`src/core/sense_status_pkg.sv`:
```
// Constants, encodings and carrier structs for the adapter sense-status block
package sense_status_pkg;

  // Command function codes
  localparam logic [2:0] FUNC_SENSE_DEVICE = 3'h7;
  localparam logic [2:0] FUNC_INITIALIZE   = 3'h5;

  // Modifier bit positions, numbered 0 = most significant of a 16-bit word
  localparam int MOD_TEST_RX   = 8;
  localparam int MOD_LINE_SEL  = 9;
  localparam int MOD_CONT_TMR  = 10;
  localparam int MOD_ENABLE    = 11;
  localparam int MOD_CLEAR     = 12;
  localparam int MOD_SEL_HI    = 13;
  localparam int MOD_SEL_LO    = 14;
  localparam int MOD_RESET_IND = 15;

  // Count word bit positions
  localparam int CNT_SUPP_TC   = 1;
  localparam int CNT_SUPP_TO   = 3;

  // Status word selections
  localparam logic [1:0] SEL_OPERATING = 2'h0;
  localparam logic [1:0] SEL_DIAG      = 2'h1;
  localparam logic [1:0] SEL_COUNT     = 2'h2;
  localparam logic [1:0] SEL_ILLEGAL   = 2'h3;

  // Operating word bit positions
  localparam int OP_CHAN_STOP  = 0;
  localparam int OP_PROTECT    = 1;
  localparam int OP_TIMEOUT    = 2;
  localparam int OP_END_RING   = 3;
  localparam int OP_TABLE_DONE = 4;
  localparam int OP_PARITY     = 5;
  localparam int OP_BCC        = 6;
  localparam int OP_OVERRUN    = 7;
  localparam int OP_DSR        = 8;
  localparam int OP_REJECT     = 9;
  localparam int OP_CARRIER    = 10;

  // Timeout figures
  localparam int  TIMEOUT_LONG_S  = 3;
  localparam int  TIMEOUT_SHORT_S = 2;
  localparam longint CLK_HZ       = 100000000;
  localparam int  END_CLEAR_COUNT = 3;
  localparam int  PAD_ONES_MIN    = 4;
  localparam logic [15:0] ZERO_WORD = 16'h0000;
  localparam logic [2:0]  JUMPER_DEFAULT = 3'h7;

  // Command presented on the channel
  typedef struct packed {
    logic        valid;     // One-cycle pulse: data cycle of the command
    logic [2:0]  func;
    logic        lineAddr;  // Line this adapter answers to
    logic [15:0] modifier;  // Bit 0 is the most significant
  } cmd_t;

  // Line events reported by the serial and channel logic
  typedef struct packed {
    logic        parityErr;
    logic        addrCheck;
    logic        protectErr;
    logic        syncMissing;   // Level: no sync pair since initialize
    logic        syncStuck;     // Level: sync characters continue
    logic        ctsWait;       // Level: request to send without clear
    logic        tableEndNoChain;
    logic        turnaround;    // Pulse: turnaround char decoded
    logic        turnPadOnly;   // EOT or NAK class needing pad ones
    logic        padStored;     // Pulse: following pad stored
    logic [3:0]  padOnes;
    logic        endChar;       // Pulse: end character decoded
    logic        textChar;      // Pulse: SOH or STX decoded
    logic        countZero;     // Pulse: byte count reached zero
    logic        vrcErr;
    logic        bccMismatch;
    logic        bitCountOne;   // Pulse: bit counter stepped to one
    logic        stealPending;
    logic        dataCsa;       // Pulse: data transfer cycle
    logic [1:0]  charCount;
    logic        transmit;
    logic        charPhase;
    logic        initialized;
    logic        dirChange;
  } line_evt_t;

  // Gray-coded command sequencer
  typedef enum logic [1:0] {
    SEQ_IDLE   = 2'b00,
    SEQ_REPORT = 2'b01,
    SEQ_APPLY  = 2'b11
  } seq_state_t;

endpackage

```
`src/core/comm_adapter_sense_status.sv`:
```
// Sense decode, status words and status latches of one line adapter pair
//
// How it works
// - Interrupt sense returns interrupt_level_word, this adapter's bit set if bit 0-9 latched.
// - Function 111 is device sense; word loaded in data cycle.
// - Modifier 8 toggles test-receive flop; on forces receive data space.
// - Modifier 9 picks line 0 or line 1.
// - Modifier 10 shortens timeout to two seconds until timeout/turn/clear.
// - Modifier 11 sets enable; only 11 low with 15 high clears.
// - Ring sets end latch only enabled and uninitialized; program resets.
// - Modifier 12 clears adapter, drops terminal ready, keeps shift data.
// - Modifiers 13,14 choose operating, diagnostic or count word.
// - Modifier 15 on operating sense clears bits 0-7 and 9.
// - Parity, address check or protect set channel stop; protect bit 1.
// - Missing or stuck sync beyond three seconds sets timeout bit 2.
// - Transmit clear-to-send wait or unchained table end also times out.
// - Count word bit 3 suppresses timeout for that table.
// - Turnaround sets end bit 3 after pad; EOT/NAK need four ones.
// - DLE STICK, EOT, NAK ignored as turnarounds while in text.
// - Count reaching zero sets table complete unless count bit 1.
// - Transfer parity or VRC sets bit 5; VRC or overrun sends check as ones.
// - Block check mismatch sets bit 6.
// - Bit counter reaching one before steal sets overrun bit 7.
// - Initialize without clear while busy sets reject bit 9.
// - Bit 8 mirrors set ready; bit 10 carrier, ones on four-wire.
// - Count word: bits 0-2 jumpers, 4-15 count complemented.
// - Diagnostic word carries phase, trigger bits, shift register.
// - End trigger set by end characters, cleared by count 3 or clear.
`timescale 1ns/100ps
module comm_adapter_sense_status
  import sense_status_pkg::*;
#(
  parameter int          LINES          = 2,
  parameter int          INTERRUPT_LEVEL_WORD_BIT       = 0,
  parameter logic [2:0]  JUMPERS        = JUMPER_DEFAULT,
  parameter int          SEC_CYCLES     = int'(CLK_HZ)
) (
  // Clock and reset
  input  wire logic             clk_sys,
  input  wire logic             reset_n,
  // Channel command and answer
  input  wire cmd_t             cmd,
  input  wire logic             intSense,
  output logic [15:0]           accumData,
  output logic                  accumValid,
  output logic                  irqReq,
  output logic                  stealBlock,
  // Per-line events from serial logic
  input  wire line_evt_t [1:0]  evt,
  input  wire logic [1:0][7:0]  shiftData,
  input  wire logic [1:0]       lineBit,
  input  wire logic [1:0][11:0] remainCount,
  input  wire logic [1:0]       transparent,
  input  wire logic [1:0]       suppTimeout,
  input  wire logic [1:0]       suppTableDone,
  input  wire logic [1:0]       fourWire,
  // Modem pins, asynchronous
  input  wire logic [1:0]       dsrPin,
  input  wire logic [1:0]       carrierPin,
  input  wire logic [1:0]       ctsPin,
  input  wire logic [1:0]       ringPin,
  input  wire logic [1:0]       rxDataPin,
  // Modem and line controls
  output logic [1:0]            dtrOut,
  output logic [1:0]            rxDataOut,
  output logic [1:0]            checkAllOnes,
  output logic [1:0]            contTimer,
  output logic [1:0]            adapterClear
);

  initial begin
    if (LINES != 2) $error("Only two lines supported");
    if (INTERRUPT_LEVEL_WORD_BIT < 0 || INTERRUPT_LEVEL_WORD_BIT > 15) $error("Bad INTERRUPT_LEVEL_WORD bit");
    if (SEC_CYCLES < 1) $error("Bad second length");
  end

  localparam int TO_LONG  = TIMEOUT_LONG_S * SEC_CYCLES;
  localparam int TO_SHORT = TIMEOUT_SHORT_S * SEC_CYCLES;

  typedef struct packed {
    logic [1:0][4:0]  sync1;   // First synchroniser stage
    logic [1:0][4:0]  sync2;   // Read by logic
    logic [1:0]       testRx;
    logic [1:0]       enable;
    logic [1:0]       contTmr;
    logic [1:0][15:0] status;  // Sticky latches, bit 0 = MSB
    logic [1:0]       endTrig;
    logic [1:0]       turnPend;
    logic [1:0]       dtrDrop;
    logic [1:0]       bccOnes;
    logic [1:0][31:0] timer;
    logic [15:0]      accum;
    logic             accumV;
    seq_state_t       seq;
  } state_t;

  state_t stReg;
  state_t stNext;

  // Index helper: modifier bit n where bit 0 is the MSB
  function automatic logic modBit(input logic [15:0] w, input int n);
    return w[15 - n];
  endfunction

  function automatic logic [15:0] setBit(input logic [15:0] w, input int n);
    logic [15:0] r;
    r = w;
    r[15 - n] = 1'b1;
    return r;
  endfunction

  logic       isSense;
  logic       isInit;
  logic [1:0] selWord;
  logic       ln;

  // Decode the command in its data cycle
  always_comb begin
    isSense = cmd.valid && (cmd.func == FUNC_SENSE_DEVICE);
    isInit  = cmd.valid && (cmd.func == FUNC_INITIALIZE);
    selWord = {modBit(cmd.modifier, MOD_SEL_HI),
               modBit(cmd.modifier, MOD_SEL_LO)};
    ln      = modBit(cmd.modifier, MOD_LINE_SEL);
  end

  // Next state of every latch and the answer register
  always_comb begin
    logic [15:0] st;
    logic        tmo;
    logic        clr;
    logic [31:0] limit;
    stNext = stReg;
    st = ZERO_WORD;
    tmo = 1'b0;
    clr = 1'b0;
    limit = 32'h0;
    stNext.sync1 = {{ringPin[1], ctsPin[1], carrierPin[1], dsrPin[1],
                     rxDataPin[1]},
                    {ringPin[0], ctsPin[0], carrierPin[0], dsrPin[0],
                     rxDataPin[0]}};
    stNext.sync2 = stReg.sync1;
    stNext.accumV = 1'b0;
    stNext.seq = SEQ_IDLE;
    for (int i = 0; i < 2; i++) begin
      st = stReg.status[i];
      clr = (isSense || isInit) && ln == i[0] &&
            modBit(cmd.modifier, MOD_CLEAR);
      // Error latches; a set survives the clear below only if the bit was not yet latched
      if (evt[i].parityErr || evt[i].addrCheck || evt[i].protectErr)
        st = setBit(st, OP_CHAN_STOP);
      if (evt[i].protectErr)
        st = setBit(st, OP_PROTECT);
      if (evt[i].turnaround && !(evt[i].turnPadOnly && evt[i].initialized
          && stReg.endTrig[i] == 1'b0 && 1'b0))
        stNext.turnPend[i] = 1'b1;
      // Turnarounds in text of stick/EOT/NAK class are ignored upstream
      if (stReg.turnPend[i] && evt[i].padStored &&
          (!evt[i].turnPadOnly || evt[i].padOnes >= 4'(PAD_ONES_MIN))) begin
        st = setBit(st, OP_END_RING);
        stNext.turnPend[i] = 1'b0;
      end
      if (stReg.sync2[i][4] && stReg.enable[i] && !evt[i].initialized)
        st = setBit(st, OP_END_RING);
      if (evt[i].countZero && !suppTableDone[i])
        st = setBit(st, OP_TABLE_DONE);
      if (evt[i].parityErr || evt[i].vrcErr)
        st = setBit(st, OP_PARITY);
      if (evt[i].bccMismatch)
        st = setBit(st, OP_BCC);
      if (evt[i].bitCountOne && evt[i].stealPending)
        st = setBit(st, OP_OVERRUN);
      if (isInit && ln == i[0] && !modBit(cmd.modifier, MOD_CLEAR) &&
          (evt[i].transmit || evt[i].charPhase))
        st = setBit(st, OP_REJECT);
      if (evt[i].vrcErr || (evt[i].bitCountOne && evt[i].stealPending))
        stNext.bccOnes[i] = 1'b1;
      // Timeout counting
      limit = stReg.contTmr[i] ? 32'(TO_SHORT) : 32'(TO_LONG);
      if (evt[i].syncMissing || evt[i].syncStuck ||
          (evt[i].transmit && evt[i].ctsWait)) begin
        if (stReg.timer[i] + 32'h1 >= limit) tmo = 1'b1;
        else stNext.timer[i] = stReg.timer[i] + 32'h1;
      end else begin
        stNext.timer[i] = 32'h0;
      end
      if (evt[i].transmit && evt[i].tableEndNoChain) tmo = 1'b1;
      if (tmo) begin
        stNext.timer[i] = 32'h0;
        stNext.contTmr[i] = 1'b0;
        if (!suppTimeout[i]) st = setBit(st, OP_TIMEOUT);
      end
      if (evt[i].dirChange) stNext.contTmr[i] = 1'b0;
      // End trigger
      if (evt[i].endChar) stNext.endTrig[i] = 1'b1;
      else if ((evt[i].dataCsa &&
                evt[i].charCount == 2'(END_CLEAR_COUNT)) || clr)
        stNext.endTrig[i] = 1'b0;
      // Commands addressed to this line
      if ((isSense || isInit) && ln == i[0]) begin
        if (modBit(cmd.modifier, MOD_CONT_TMR)) begin
          stNext.contTmr[i] = 1'b1;
          stNext.timer[i] = 32'h0;
        end
        if (modBit(cmd.modifier, MOD_ENABLE) && isSense)
          stNext.enable[i] = 1'b1;
        else if (isSense && modBit(cmd.modifier, MOD_RESET_IND))
          stNext.enable[i] = 1'b0;
      end
      if (isSense && ln == i[0]) begin
        if (modBit(cmd.modifier, MOD_TEST_RX))
          stNext.testRx[i] = !stReg.testRx[i];
        if (selWord == SEL_OPERATING &&
            modBit(cmd.modifier, MOD_RESET_IND)) begin
          // Clear only what was reported, keep fresh events on bits not yet latched
          st = st & ~(stReg.status[i] & 16'hff40);
        end
      end
      if (clr) begin
        stNext.contTmr[i] = 1'b0;
        stNext.dtrDrop[i] = 1'b1;
        stNext.bccOnes[i] = 1'b0;
        stNext.turnPend[i] = 1'b0;
      end else if (isInit && ln == i[0]) begin
        stNext.dtrDrop[i] = 1'b0;
      end
      stNext.status[i] = st;
    end
    // Answer in the data cycle
    if (intSense) begin
      stNext.accum = ZERO_WORD;
      if (stReg.status[0][15:6] != 10'h0 || stReg.status[1][15:6] != 10'h0)
        stNext.accum = setBit(ZERO_WORD, INTERRUPT_LEVEL_WORD_BIT);
      stNext.accumV = 1'b1;
    end else if (isSense) begin
      stNext.seq = SEQ_REPORT;
      stNext.accumV = 1'b1;
      stNext.accum = ZERO_WORD;
      if (selWord == SEL_OPERATING) begin
        stNext.accum = stReg.status[ln];
        stNext.accum[15 - OP_DSR] = stReg.sync2[ln][1];
        stNext.accum[15 - OP_CARRIER] =
          stReg.sync2[ln][2] | fourWire[ln];
      end else if (selWord == SEL_COUNT) begin
        stNext.accum = {JUMPERS, evt[ln].transmit, ~remainCount[ln]};
      end else if (selWord == SEL_DIAG) begin
        stNext.accum = {1'b1, evt[ln].charPhase, evt[ln].charCount[0],
                        !stReg.sync2[ln][3], transparent[ln],
                        evt[ln].textChar, stReg.endTrig[ln],
                        lineBit[ln], shiftData[ln]};
      end
    end
  end

  // One register for all state
  always_ff @(posedge clk_sys) begin
    if (!reset_n) begin
      stReg <= '0;
      stReg.seq <= SEQ_IDLE;
    end else begin
      stReg <= stNext;
    end
  end

  // Outputs
  always_comb begin
    accumData  = stReg.accum;
    accumValid = stReg.accumV;
    irqReq     = 1'b0;
    stealBlock = 1'b0;
    for (int i = 0; i < 2; i++) begin
      irqReq = irqReq | (stReg.status[i][15:11] != 5'h0)
               | stReg.status[i][15 - OP_REJECT];
      stealBlock = stealBlock | stReg.status[i][15 - OP_CHAN_STOP];
      dtrOut[i]       = !stReg.dtrDrop[i];
      rxDataOut[i]    = stReg.sync2[i][0] & !stReg.testRx[i];
      checkAllOnes[i] = stReg.bccOnes[i];
      contTimer[i]    = stReg.contTmr[i];
      adapterClear[i] = stReg.dtrDrop[i];
    end
  end

  // Checks
  property p_toggle;
    @(posedge clk_sys) disable iff (!reset_n)
      (isSense && modBit(cmd.modifier, MOD_TEST_RX))
      |=> (stReg.testRx[$past(ln)] != $past(stReg.testRx[ln]));
  endproperty
  a_toggle: assert property (p_toggle) else $error("toggle lost");

  property p_space;
    @(posedge clk_sys) disable iff (!reset_n)
      stReg.testRx[0] |-> rxDataOut[0] == 1'b0;
  endproperty
  a_space: assert property (p_space) else $error("rx not space");

  property p_answer;
    @(posedge clk_sys) disable iff (!reset_n)
      isSense |=> accumValid;
  endproperty
  a_answer: assert property (p_answer) else $error("no answer");

  property p_illegal;
    @(posedge clk_sys) disable iff (!reset_n)
      (isSense && selWord == SEL_ILLEGAL) |=> accumData == ZERO_WORD;
  endproperty
  a_illegal: assert property (p_illegal) else $error("illegal nonzero");

  property p_enable;
    @(posedge clk_sys) disable iff (!reset_n)
      (isSense && modBit(cmd.modifier, MOD_ENABLE)) |=> stReg.enable[$past(ln)];
  endproperty
  a_enable: assert property (p_enable) else $error("enable not set");

  property p_stop;
    @(posedge clk_sys) disable iff (!reset_n)
      evt[0].parityErr |=> stealBlock ##0 irqReq;
  endproperty
  a_stop: assert property (p_stop) else $error("no channel stop");

  property p_dtr;
    @(posedge clk_sys) disable iff (!reset_n)
      (isSense && modBit(cmd.modifier, MOD_CLEAR)) |=> !dtrOut[$past(ln)];
  endproperty
  a_dtr: assert property (p_dtr) else $error("ready not dropped");

  property p_table;
    @(posedge clk_sys) disable iff (!reset_n)
      (evt[1].countZero && !suppTableDone[1])
      |=> stReg.status[1][15 - OP_TABLE_DONE];
  endproperty
  a_table: assert property (p_table) else $error("table bit");

  // Block check mismatch must latch unless an operating sense with modifier 15 on that line finds bit 6 already latched
  property p_bcc;
    @(posedge clk_sys) disable iff (!reset_n)
      evt[0].bccMismatch |=> stReg.status[0][15 - OP_BCC];
  endproperty
  a_bcc: assert property (p_bcc) else $error("bcc bit");

  property p_overrun;
    @(posedge clk_sys) disable iff (!reset_n)
      (evt[0].bitCountOne && evt[0].stealPending)
      |=> stReg.status[0][15 - OP_OVERRUN];
  endproperty
  a_overrun: assert property (p_overrun) else $error("overrun bit");

  // Initialize without clear on a busy line is refused
  property p_reject;
    @(posedge clk_sys) disable iff (!reset_n)
      (isInit && !ln && !modBit(cmd.modifier, MOD_CLEAR) &&
       (evt[0].transmit || evt[0].charPhase))
      |=> stReg.status[0][15 - OP_REJECT];
  endproperty
  a_reject: assert property (p_reject) else $error("reject bit");

  // A clear in the same command wins over continue timer
  property p_cont;
    @(posedge clk_sys) disable iff (!reset_n)
      (isSense && modBit(cmd.modifier, MOD_CONT_TMR) &&
       !modBit(cmd.modifier, MOD_CLEAR)) |=> contTimer[$past(ln)];
  endproperty
  a_cont: assert property (p_cont) else $error("timer not set");

  c_sense_op: cover property (@(posedge clk_sys)
    isSense && selWord == SEL_OPERATING);
  c_sense_diag: cover property (@(posedge clk_sys)
    isSense && selWord == SEL_DIAG);
  c_int_sense: cover property (@(posedge clk_sys) intSense);
  c_timeout: cover property (@(posedge clk_sys)
    stReg.status[1][15 - OP_TIMEOUT]);
  c_ring: cover property (@(posedge clk_sys)
    stReg.status[0][15 - OP_END_RING]);

endmodule

```
`config.mk`:
```
export PLATFORM = sky130hd
export DESIGN_NAME = comm_adapter_sense_status
export DESIGN_NICKNAME = d
export VERILOG_FILES = /design/src/core/sense_status_pkg.sv /design/src/core/comm_adapter_sense_status.sv
export SDC_FILE = /design/constraint.sdc
export NUM_CORES = 1
export LEC_CHECK = 0
export BUFFER_PORTS_ARGS = -buffer_cell sky130_fd_sc_hd__buf_2
export CAP_MARGIN = 15
export CELL_PAD_IN_SITES_DETAIL_PLACEMENT = 1
export CELL_PAD_IN_SITES_GLOBAL_PLACEMENT = 1
export CORE_MARGIN = 2
export CORE_UTILIZATION = 36
export CTS_CLUSTER_DIAMETER = 30
export CTS_CLUSTER_SIZE = 16
export DETAILED_ROUTE_END_ITERATION = 6
export GPL_ROUTABILITY_DRIVEN = 0
export PLACE_DENSITY_LB_ADDON = 0.1
export SYNTH_ARGS = -nofsm -noshare
export SYNTH_HDL_FRONTEND = slang
export SYNTH_SLANG_ARGS = --single-unit
```
`constraint.sdc`:
```
create_clock -name clk_sys -period 3.8 [get_ports clk_sys]
set_input_delay 0.19 -clock clk_sys [delete_from_list [all_inputs] [get_ports clk_sys]]
set_output_delay 0.19 -clock clk_sys [all_outputs]
set_load 0.01 [all_outputs]
```
# Yosys cells after proc, flatten, opt, wreduce, memory -nomap -nowiden
# Cells that the tools add are included.
# op_classes
add_sub_neg	2
magnitude_cmp	5
eq_ne	6
mux	86
bitwise_logic	14
n_reduce_logical	86
# ops
operator	n
two-way mux 32 bit	10
two-way mux 16 bit	12
two-way mux 13 bit	6
adder 32 x 1 -> 32 bit (second input constant)	2
>= comparator 32 x 29 -> 1 bit	2
two-way mux 29 bit	2
two-way mux 14 bit	4
two-way mux 12 bit	4
logical AND 1 bit	35
bitwise AND 16 bit	2
two-way mux 1 bit	32
inverter 16 bit	2
two-way mux 15 bit	2
two-way mux 11 bit	2
logical OR 1 bit	20
two-way mux 10 bit	2
nonzero test 10 bit	2
two-way mux 19 bit	1
two-way mux 9 bit	2
two-way mux 17 bit	1
two-way mux 8 bit	2
two-way mux 7 bit	2
logical NOT 1 bit	12
inverter 12 bit	1
other kinds (15)	37
# totals
register_bits	147
in_bits	140
out_inout_bits	29
wordCells	223

# Longest topological paths before layout
# Gate-level depths: netlist (run 1).
# depth
depth_word	16
ltp_mapped	18
mapped_depth_nobuf	15

# Worst setup path after synthesis (run 1)
# Ideal clock, no wire load.
# synth_timing
path_type	flip-flop to flip-flop
start	register stReg[53] (netlist name)
end	register stReg[71] (netlist name)
setup_ps	128
arrival_time_ps	3445
required_time_ps	3672
setup_slack_ps	227
path_stages_with_launch	17
n_path_buf	3
period_less_slack_ps	3573
cell_sequence	dfxtp_1 -> buf_2 -> nand3_1 -> or4_1 -> nor3_1 -> nand2_1 -> xnor2_1 -> ha_1 -> o211ai_1 -> or3_1 -> o31ai_1 -> a41o_1 -> buf_2 -> buf_2 -> nor3_1 -> xnor2_1 -> nor2_1
# synth_between
elab_chain_cells	8
word_cells_on_any_way	10
classes_between	add/sub: 1; order compare: 1; mux: 8
# synth_rtl
item	line_no	source
from (decl)	comm_adapter_sense_status.sv:97	state_t stReg;
from (signal assigned)	comm_adapter_sense_status.sv:260	stReg <= stNext;
adder 32 x 1 -> 32 bit (*)	comm_adapter_sense_status.sv:181, comm_adapter_sense_status.sv:182	
>= comparator 32 x 29 -> 1 bit	comm_adapter_sense_status.sv:181	if (stReg.timer[i] + 32'h1 >= limit) tmo = 1'b1;
two-way mux 1 bit	comm_adapter_sense_status.sv:181	
two-way mux 1 bit	comm_adapter_sense_status.sv:179	if (evt[i].syncMissing || evt[i].syncStuck ||
two-way mux 1 bit	comm_adapter_sense_status.sv:186	if (evt[i].transmit && evt[i].tableEndNoChain) tmo = 1'b1;
two-way mux 32 bit (*)	comm_adapter_sense_status.sv:187	if (tmo) begin
two-way mux 32 bit	comm_adapter_sense_status.sv:200	if (modBit(cmd.modifier, MOD_CONT_TMR)) begin
two-way mux 32 bit (*)	comm_adapter_sense_status.sv:199	if ((isSense || isInit) && ln == i[0]) begin
# Mark *: on every way between the ends. The rest lies on a longest branch, timed or not.
# A chain may end at the register's enable or synchronous reset.

# Final worst setup path (run 1)
# layout_timing
start	register stReg[19] (netlist name)
end	register stReg[67] (netlist name)
# layout_between
elab_chain_cells	11
# layout_rtl
item	line_no
adder 32 x 1 -> 32 bit (*)	comm_adapter_sense_status.sv:181
>= comparator 32 x 29 -> 1 bit (*)	comm_adapter_sense_status.sv:181
two-way mux 1 bit (*)	comm_adapter_sense_status.sv:181
two-way mux 1 bit (*)	comm_adapter_sense_status.sv:179
two-way mux 1 bit (*)	comm_adapter_sense_status.sv:186
two-way mux 1 bit	comm_adapter_sense_status.sv:181
two-way mux 1 bit (*)	comm_adapter_sense_status.sv:179
two-way mux 1 bit (*)	comm_adapter_sense_status.sv:186
two-way mux 32 bit (*)	comm_adapter_sense_status.sv:187
two-way mux 32 bit	comm_adapter_sense_status.sv:200
two-way mux 32 bit (*)	comm_adapter_sense_status.sv:199
# Marks and branches as above.

==> flow_summary.toml, run 1 <==
[worst_setup_path]
regToRegSetupSlack_ns = 0.22
r2r_end = "stReg[67]$_SDFF_PN0_"
path_cells = "ha_2 > nand2_1 > nor2_2 > nand2_1 > xor2_2 > ha_2 > o21ai_0 > a21oi_1 > nor4_1 > a211o_1 > a221oi_2 > o2111a_1 > a21oi_1 > buf_4 > or4_4 > buf_12 > nor2_1"
critPathArrivalTime_ns = 3.94
max_stage_delay_ns = 0.55
critPathBufInv = 2
slowest_stage = "or4_4"
r2r_start = "stReg[19]$_SDFF_PN0_"
path_class = "reg2reg"
crit_fanout = 20
worstPathRequired_ns = 4.16
critPathTopFamily = "simple AND/OR/NAND/NOR gates"
cp-end-kind = "register"
critPathLaunchType = "register"
worstRegToRegCells = 17

[detailed_routing]
wirelength_um = 21800
drt_iter0_drc = 171
post_drt_wl_per_cell_um = 16.2
vias_per_cell = 5.11
via_count = 6877
postRouteAntennaNets = 0
drc = 0
first_pass_iters = 4

[synthesis]
synth_top_cell_area_share = 0.368
synth.largest_area_cell = "dfxtp_1"
yosys-top-cells-area = "dfxtp_1 37%, xnor2_1 6.8%, nor2_1 6.2%"
netlist_area_mm2 = 0.00724
syn-instance-count = 875
synthFlopType = "dfxtp_1"
synth_most_common_cell = "dfxtp_1"
avgSynthCellArea_um2 = 8.27
synthTopCellsByCount = "133 x dfxtp_1, 120 x nor2_1, 66 x nand2_1, 56 x xnor2_1, 40 x a21oi_1"
async_flop_share = 0
yosys_warnings = 0
synth_edf_count = 0
netlist-cell-type-count = 62
synth-seq-cells = 133
yosysSeqAreaShare = 0.368

[timing]
setup_violations = 0
fin_skew_ns = 0.0104
hold_slack_ns = 0.00974
worstMarginPinSlew_ns = 0.759
finalHoldViolations = 0
maxSlewHeadroom = 0.494
fin_ws_ns = 0.219
slew_viol_final = 0
min_period_over_period = 0.942
fmax_ghz = 0.279
period_minus_slack_ns = 3.58

[placed_design]
dpl_worst_slack_ns = 0.0481
port_buffers = 155
place_area_mm2 = 0.00851
dp_hpwl_um = 16500

[global_routing]
grt_first_pass_wirelength_um = 35800
grt_overflow = 0
grt_max_degree = 35
antenna_found_initial = 1
grt_pass1_vias = 7166
track_usage = 0.206

[clock_tree]
cts_root_buffer = "clkbuf_16"
clkSinkCount = 133
cts_tree = "built"
clk_latency_ns = 0.43
cts.path.max_buffers = 2
numCtsBuffers = 17
htreeDepth = 4
clk_pin_slew_ns = 0.07

[die]
rows = 51
fp.dieW_um = 146
die_area_mm2 = 0.0212
core_mm2 = 0.0196
io_pins = 169
fp.dieH_um = 146
initial_core_util = 0.369

[power]
total_power_mw = 3.50
vdd_ir_drop_max_mv = 0.276
cellLeakagePower_nw = 3.79
p_per_area_mw_per_mm2 = 372

[worst_hold_path]
whs_endpoint = "stReg[88]$_SDFFE_PP0P_"
hold_start = "evt[48]"
hp-class = "in2reg"
worstHoldPathCells = 3

[run]
drv_cap = 0

[cells_and_area]
diodes = 0
nFillCells = 2393
drive_above_1_share = 0.269
fin_area_mm2 = 0.00940
area_delta_synth_final_pct = 29.9
final_nets = 1230

[status]
status = "finished, final reports clean"
worst register-to-register path, cell delays in order (launching register included):
cell and delay [ns]:
dfxtp_2 0.34, ha_2 0.19, nand2_1 0.12, nor2_2 0.18, nand2_1 0.11, xor2_2 0.17, ha_2 0.23, o21ai_0 0.09
a21oi_1 0.18, nor4_1 0.08, a211o_1 0.29, a221oi_2 0.26, o2111a_1 0.22, a21oi_1 0.05, buf_4 0.16, or4_4 0.55
buf_12 0.18, nor2_1 0.11
layout make-up:
class / instances / area [um^2] / area share
multi-input combinational: 661 / 4240 / 0.451
clock buffer: 17 / 425 / 0.0453
sequential: 133 / 2670 / 0.284
clock inverter: 15 / 203 / 0.0216
inverter: 20 / 75.1 / 0.00799
timing repair buffer: 235 / 1450 / 0.155
tap: 265 / 332 / 0.0353
power breakdown:
group | switching, mW | internal, mW | total, mW
combinational | 0.138 | 0.136 | 0.274
sequential | 0.0267 | 1.43 | 1.46
clock | 0.755 | 1.02 | 1.77
total | 0.919 | 2.58 | 3.50
placed cells by master (no fill, tap or decap), drive strengths merged, types with 3 or more instances in the layout:
| cell type | n |
|---|---|
| buf | 221 |
| dfxtp | 133 |
| nor2 | 120 |
| nand2 | 66 |
| xnor2 | 56 |
| a21oi | 40 |
| o21ai | 33 |
| nor3 | 33 |
| inv | 31 |
| mux2i | 29 |
| nand3 | 29 |
| and2 | 27 |
| nand4 | 25 |
| ha | 22 |
| nor2b | 21 |
| xor2 | 18 |
| clkbuf | 17 |
| dlygate4sd3 | 14 |
| and3 | 13 |
| a211oi | 13 |
| mux2 | 11 |
| nor4 | 10 |
| or4 | 9 |
| a221oi | 9 |
| a21boi | 7 |
| a22oi | 7 |
| conb | 6 |
| nor3b | 5 |
| and4 | 5 |
| nand2b | 4 |
| o211ai | 4 |
| or3 | 4 |
| o31ai | 4 |
| o211a | 4 |
| a211o | 3 |
stage by stage:
step | TNS, ns | util | instances
finish | 0 | 0.480 | 1346
global route | -0.0899 | 0.480 | 1346
CTS | 0 | 0.474 | 1342
detailed placement | 0 | 0.434 | 1296
global placement | 0 | 0.434 | 1296
floorplan | 0 | - | 880
per-layer routing:
| layer | GRT usage | vias to the layer above | routed length [um] |
|---|---|---|---|
| met4 | 0.0632 | 0 | 546 |
| met3 | 0.0498 | 26 | 986 |
| met2 | 0.367 | 132 | 10900 |
| met1 | 0.244 | 3294 | 9400 |
| met5 | 0 | - | 0 |
| li1 | - | 3425 | - |
kinds of logic after synthesis:
kind of cell,synth area share
adders and majority gates,0.0380
muxes,0.0572
and+or+nand+nor,0.261
buffers and inverters,0.0593
AOI/OAI and AO/OA,0.126
xor gates and xnor gates,0.0896
other,0.000518
DFF,0.368
registers in the layout, indices dropped and copies added, names as in the netlist:
name          flops
stNext           10
adapterClear      2
checkAllOnes      2
stReg           100
accumValid        1
accumData        16
contTimer         2
worst max-delay path by stage:
stage / endpoint / slack [ns] / start / cells past startpoint
global route: stReg[59]$_SDFF_PN0_ / -0.02 / stReg[19]$_SDFF_PN0_ / 16
floorplan: stReg[71]$_SDFF_PN0_ / 0.23 / stReg[53]$_SDFF_PN0_ / 16
detailed placement: stReg[54]$_SDFF_PN0_ / 0.05 / stReg[19]$_SDFF_PN0_ / 16
finish: stReg[67]$_SDFF_PN0_ / 0.22 / stReg[19]$_SDFF_PN0_ / 17
CTS: stReg[67]$_SDFF_PN0_ / 0.02 / stReg[19]$_SDFF_PN0_ / 16
global placement: stReg[53]$_SDFF_PN0_ / 0.14 / stReg[28]$_SDFF_PN0_ / 16
repair_timing:
action / in CTS / in global routing
buffers inserted: 0 / 4
endpoints found under the setup margin: 0 / 32
gates resized for setup: 0 / 27
hold buffers: 14 / 0
hold endpoints to repair: 14 / 0
Note: power is estimated with default switching activity, not from simulation.
==> inputs of run 2 (changes only) <==
- clock period: 3.8 -> 3 ns (I/O delays scaled with it)
==> run 2 against run 1 <==
  * The run now ends with setup timing left
  * Final cell count increased by 7.2%
  * Clock skew increased by 0.0038 ns
  * Count of clock-buffer cells in the layout unchanged
  * Via count increased by 8.3%
  * Maximum frequency decreased by 0.89%
  * Register-to-register slack got worse by 0.83 ns
  * Sequential cell count unchanged
  * Combinational power increased by 45%
  * Global-route usage increased by 3.3 points
  * Critical endpoint is now stReg[52]$_SDFF_PN0_
==> flow_summary.toml, run 2 (synthesis gave the netlist of run 1 again) <==
[clock_tree]
numCtsBuffers = 17
htreeDepth = 4
cts_root_buffer = "clkbuf_16"
cts.path.max_buffers = 2
clk_latency_ns = 0.43
clk_pin_slew_ns = 0.07
clkSinkCount = 133
cts_tree = "built"

[worst_setup_path]
path_class = "reg2reg"
cp-end-kind = "register"
critPathArrivalTime_ns = 3.97
critPathLaunchType = "register"
worstPathRequired_ns = 3.36
crit_fanout = 7

[global_routing]
grt_overflow = 0
track_usage = 0.239
grt_max_degree = 34
antenna_found_initial = 3
grt_first_pass_wirelength_um = 40700
grt_pass1_vias = 7827

[timing]
hold_slack_ns = 0.0270
fin_ws_ns = -0.613
rsz0062_at_grt = "yes"
fmax_ghz = 0.277
fin_skew_ns = 0.0142
maxSlewHeadroom = 0.558
setup_violations = 62
finalHoldViolations = 0
worstMarginPinSlew_ns = 0.662
period_minus_slack_ns = 3.61
slew_viol_final = 0
min_period_over_period = 1.20

[cells_and_area]
final_nets = 1326
largest_reg_flops = 100
fin_area_mm2 = 0.0109
mostFrequentLayoutCell = "buf_2"
regMostFlops = "stReg"
final_cell_mix = "155 x buf_2, 137 x buf_4, 111 x dfxtp_1"
drive_above_1_share = 0.416
nFillCells = 2307
area_delta_synth_final_pct = 50.9
fin_util = 0.557
stdcell_count = 1443

[die]
io_pins = 169
fp.dieH_um = 146
core_mm2 = 0.0196
rows = 51
die_area_mm2 = 0.0212
fp.dieW_um = 146
initial_core_util = 0.369

[detailed_routing]
wirelength_um = 27100
vias_per_cell = 5.16
via_count = 7448
postRouteAntennaNets = 0
first_pass_iters = 4
post_drt_wl_per_cell_um = 18.8
drc = 0
drt_iter0_drc = 276

[placed_design]
dp_hpwl_um = 17900
place_area_mm2 = 0.00911
dp_cells = 1356
port_buffers = 155
dpl_worst_slack_ns = -0.459

[run]
drv_cap = 0

[worst_hold_path]
hp-class = "in2reg"

[power]
cellLeakagePower_nw = 4.48
vdd_ir_drop_max_mv = 0.361
p_per_area_mw_per_mm2 = 399

[status]
status = "complete, but fails checks"
violations = "setup timing"
==> run 2: metrics by stage <==
stage / power [mW] / setup TNS [ns]
global placement: 2.22 / -15.99
finish: 4.36 / -30.52
global route: 4.53 / -35.82
detailed placement: 2.22 / -18.96
CTS: 4.38 / -16.58
floorplan: 2.06 / -3.52
==> run 2: metal layers <==
metal  GRT usage  wire (um)  vias up
li1            -          -     3625
met1       0.280      11300     3575
met2       0.421      13800      195
met3      0.0639       1300       51
met4      0.0804        725        2
met5           0         16        -
==> run 2: worst paths after layout <==
| path | from | to | slack, ns | cells past startpoint |
|---|---|---|---|---|
| worst min register to register | stNext[130]$_SDFF_PN0_ | stReg[130]$_SDFF_PN0_ | 0.43 | 1 |
| worst min-delay path | evt[27] | stReg[106]$_SDFF_PN0_ | 0.03 | 3 |
| worst max-delay path | stReg[19]$_SDFF_PN0_ | stReg[52]$_SDFF_PN0_ | -0.61 | 17 |
| worst max register to register | stReg[19]$_SDFF_PN0_ | stReg[52]$_SDFF_PN0_ | -0.61 | 17 |
==> run 2: area by class of cell <==
class                           instances  area, um^2  share of cell area
Multi-Input combinational cell        661        4860               0.445
Antenna cell                            1        2.50            0.000229
Timing Repair Buffer                  331        2350               0.215
Sequential cell                       133        2700               0.248
Clock buffer                           17         425              0.0390
Inverter                               20        75.1             0.00688
Clock inverter                         15         174              0.0159
Tap cell                              265         332              0.0304
==> run 2: repair_timing <==
action                                  in CTS  in global routing
buffers inserted                            17                 16
hold buffers                                19                  0
gates cloned                                 6                  2
gates resized for setup                     53                117
endpoints found under the setup margin      62                 62
pin swaps                                   12                 55
hold endpoints to repair                    19                  0
==> run 2: report_power, final <==
| part | switching [mW] | internal [mW] | total, mW |
|---|---|---|---|
| combinational | 0.198 | 0.198 | 0.396 |
| clock | 0.991 | 1.13 | 2.12 |
| sequential | 0.0354 | 1.81 | 1.84 |
| total | 1.22 | 3.13 | 4.36 |
==> run 2: critical path: stages, from the launching register on <==
cell and delay (ns):
dfxtp_4 0.36, ha_4 0.13, and2_4 0.15, nand2_4 0.06, buf_4 0.15, nor3_2 0.29, nand4_1 0.17, xnor2_1 0.26
ha_1 0.32, nand4_1 0.14, nor3b_2 0.06, o21ai_1 0.10, o2111a_1 0.27, a21oi_2 0.06, or4_4 0.60, buf_12 0.17
buf_16 0.14, nor2_1 0.07
==> inputs of run 3 (changes only) <==
- CORE_UTILIZATION: 36 -> 40
- clock period: 3 -> 3.4 ns (I/O delays scaled with it)
==> run 3 against run 2 <==
  * The run still ends with setup timing left
  * Maximum frequency up 1.6%
  * Count of clock-buffer cells in the layout did not move
  * Clock skew hardly changed
  * Combinational power is 19% lower
  * Utilization up 1.7 points
  * Critical path depth is the same
  * Critical path type unchanged
  * Wire length shrank 8.0%
==> flow_summary.toml, run 3 (synthesis gave the netlist of run 1 again) <==
[clock_tree]
cts_root_buffer = "clkbuf_16"
numCtsBuffers = 17
htreeDepth = 4
cts_tree = "built"
clk_latency_ns = 0.44
clkSinkCount = 133
cts.path.max_buffers = 2
clk_pin_slew_ns = 0.07

[cells_and_area]
fin_area_mm2 = 0.0103
area_delta_synth_final_pct = 41.7
final_cell_mix = "155 x buf_2, 116 x dfxtp_1, 100 x buf_4"
largest_reg_flops = 100
stdcell_count = 1368
drive_above_1_share = 0.356
mostFrequentLayoutCell = "buf_2"
regMostFlops = "stReg"
final_nets = 1288
diodes = 0
nFillCells = 2082

[global_routing]
grt_max_degree = 39
grt_first_pass_wirelength_um = 38300
antenna_found_initial = 0
grt-busiest-layer = "met2"
grt_use_met1 = 0.281
met2_usage = 0.444
use_met3 = 0.0537
track_usage = 0.246
grt_overflow = 0
grt_pass1_vias = 7664

[timing]
min_period_over_period = 1.05
worstMarginPinSlew_ns = 0.733
fmax_ghz = 0.281
period_minus_slack_ns = 3.56
tns_ns = -3.22
fin_skew_ns = 0.0139
fin_ws_ns = -0.156
setup_violations = 31
maxSlewHeadroom = 0.511
slew_viol_final = 0
finalHoldViolations = 0
rsz0062_at_grt = "yes"

[worst_setup_path]
slowest_stage = "or4_4"
path_class = "reg2reg"
cp-end-kind = "register"
r2r_end = "stReg[51]$_SDFF_PN0_"
r2r_start = "stReg[27]$_SDFF_PN0_"
max_stage_delay_ns = 0.54
critPathArrivalTime_ns = 3.92
worstPathRequired_ns = 3.77
crit_fanout = 7
critPathLaunchType = "register"
worstRegToRegCells = 17
regToRegSetupSlack_ns = -0.16
path_cells = "and4_4 > nand4_1 > buf_4 > nor3_4 > xor2_1 > ha_1 > nand3b_1 > a21oi_1 > o21ai_0 > a311oi_1 > a221oi_2 > o2111a_2 > a21oi_4 > or4_4 > buf_6 > buf_16 > nor2_2"

[die]
io_pins = 169
core_mm2 = 0.0178
rows = 49
fp.dieW_um = 138
fp.dieH_um = 138
initial_core_util = 0.406
die_area_mm2 = 0.0192

[status]
violations = "setup timing"
status = "complete, but fails checks"

[detailed_routing]
drc = 0
postRouteAntennaNets = 0
vias_per_cell = 5.39
wirelength_um = 25000
post_drt_wl_per_cell_um = 18.3
first_pass_iters = 5
via_count = 7378
drt_iter0_drc = 256

[power]
cellLeakagePower_nw = 4.24
swShare = 0.281
clock_power_share = 0.493
p_per_area_mw_per_mm2 = 375
pwr-share-seq = 0.423
p_sw_mw = 1.08
vdd_ir_drop_max_mv = 0.306
combPwrFrac = 0.084
p_int_mw = 2.77

[worst_hold_path]
hp-class = "in2reg"
whs_endpoint = "stReg[126]$_SDFFE_PN0P_"
worstHoldPathCells = 3
hold_start = "cmd[4]"

[placed_design]
dp_cells = 1292
dp_hpwl_um = 16800
place_area_mm2 = 0.00871
port_buffers = 155

[run]
drv_cap = 0
run 3: cell count changes in the layout (fill, tap and decap cells not counted), sizes merged:
| cell | delta |
|---|---|
| inv | -3 |
| diode | -1 |
| buf | -37 |
| clkinv | +3 |
| clkbuf | -1 |
run 3: power groups by stage:
| stage | Clock (mW) | Sequential (mW) | Combinational [mW] |
|---|---|---|---|
| global placement | 0 | 1.66 | 0.290 |
| CTS | 1.93 | 1.63 | 0.322 |
| global route | 2.00 | 1.63 | 0.357 |
| detailed placement | 0 | 1.66 | 0.294 |
| finish | 1.90 | 1.63 | 0.322 |
| floorplan | 0 | 1.65 | 0.163 |
run 3: repair_timing:
item / 4_1_cts / 5_1_grt
endpoints found under the setup margin: 32 / 38
endpoints found under the hold margin: 18 / 1
buffers inserted: 12 / 11
gates resized for setup: 72 / 57
cloned: 3 / 0
hold buffers: 18 / 1
pin swaps: 49 / 21
run 3: layout make-up:
type	count	area [um^2]	share of cell area
clock inverters	15	199	0.0194
repair buffers	293	1980	0.194
flip-flops and latches	133	2690	0.262
clock buffers	17	425	0.0415
well taps	229	287	0.0279
inverters	20	75.1	0.00732
multi-input cells	661	4590	0.448
run 3: how the worst max path moves through the flow:
stage / from / end / cells after the start
6_report: stReg[27]$_SDFF_PN0_ / stReg[51]$_SDFF_PN0_ / 17
4_1_cts: stReg[19]$_SDFF_PN0_ / stReg[51]$_SDFF_PN0_ / 17
5_1_grt: stReg[62]$_SDFF_PN0_ / stReg[120]$_SDFF_PN0_ / 14
3_3_place_gp: stReg[54]$_SDFF_PN0_ / stReg[62]$_SDFF_PN0_ / 14
3_5_place_dp: stReg[19]$_SDFF_PN0_ / stReg[69]$_SDFF_PN0_ / 15
2_1_floorplan: stReg[19]$_SDFF_PN0_ / stReg[75]$_SDFF_PN0_ / 16
run 3: per-layer routing:
layer	wire, um	up-vias	share of wire
li1	-	3551	-
met2	12900	193	0.52
met4	815	0	0.033
met3	958	49	0.038
met1	10300	3585	0.41
met5	0	-	0
run 3: critical path, delay by kind of cell (launching register included):
kind / cells / cell delay [ns]
AO/OA/AOI/OAI: 6 / 0.83
XOR/XNOR: 1 / 0.22
adder cells (fa/ha/maj): 1 / 0.30
buffers and inverters: 3 / 0.50
flip-flops: 1 / 0.36
AND/OR/NAND/NOR: 6 / 1.29
run 3: stage by stage:
step                      hold slack, ns  utilization  setup WS [ns]  power, mW
final                             0.0238        0.575         -0.156       3.85
after global routing              0.0198        0.575         -0.300       3.99
after CTS                        0.00126        0.557         -0.105       3.88
after detailed placement           0.380        0.488         -0.179       1.96
after global placement             0.377        0.488         -0.115       1.95
after floorplan                    0.279            -         0.0115       1.82
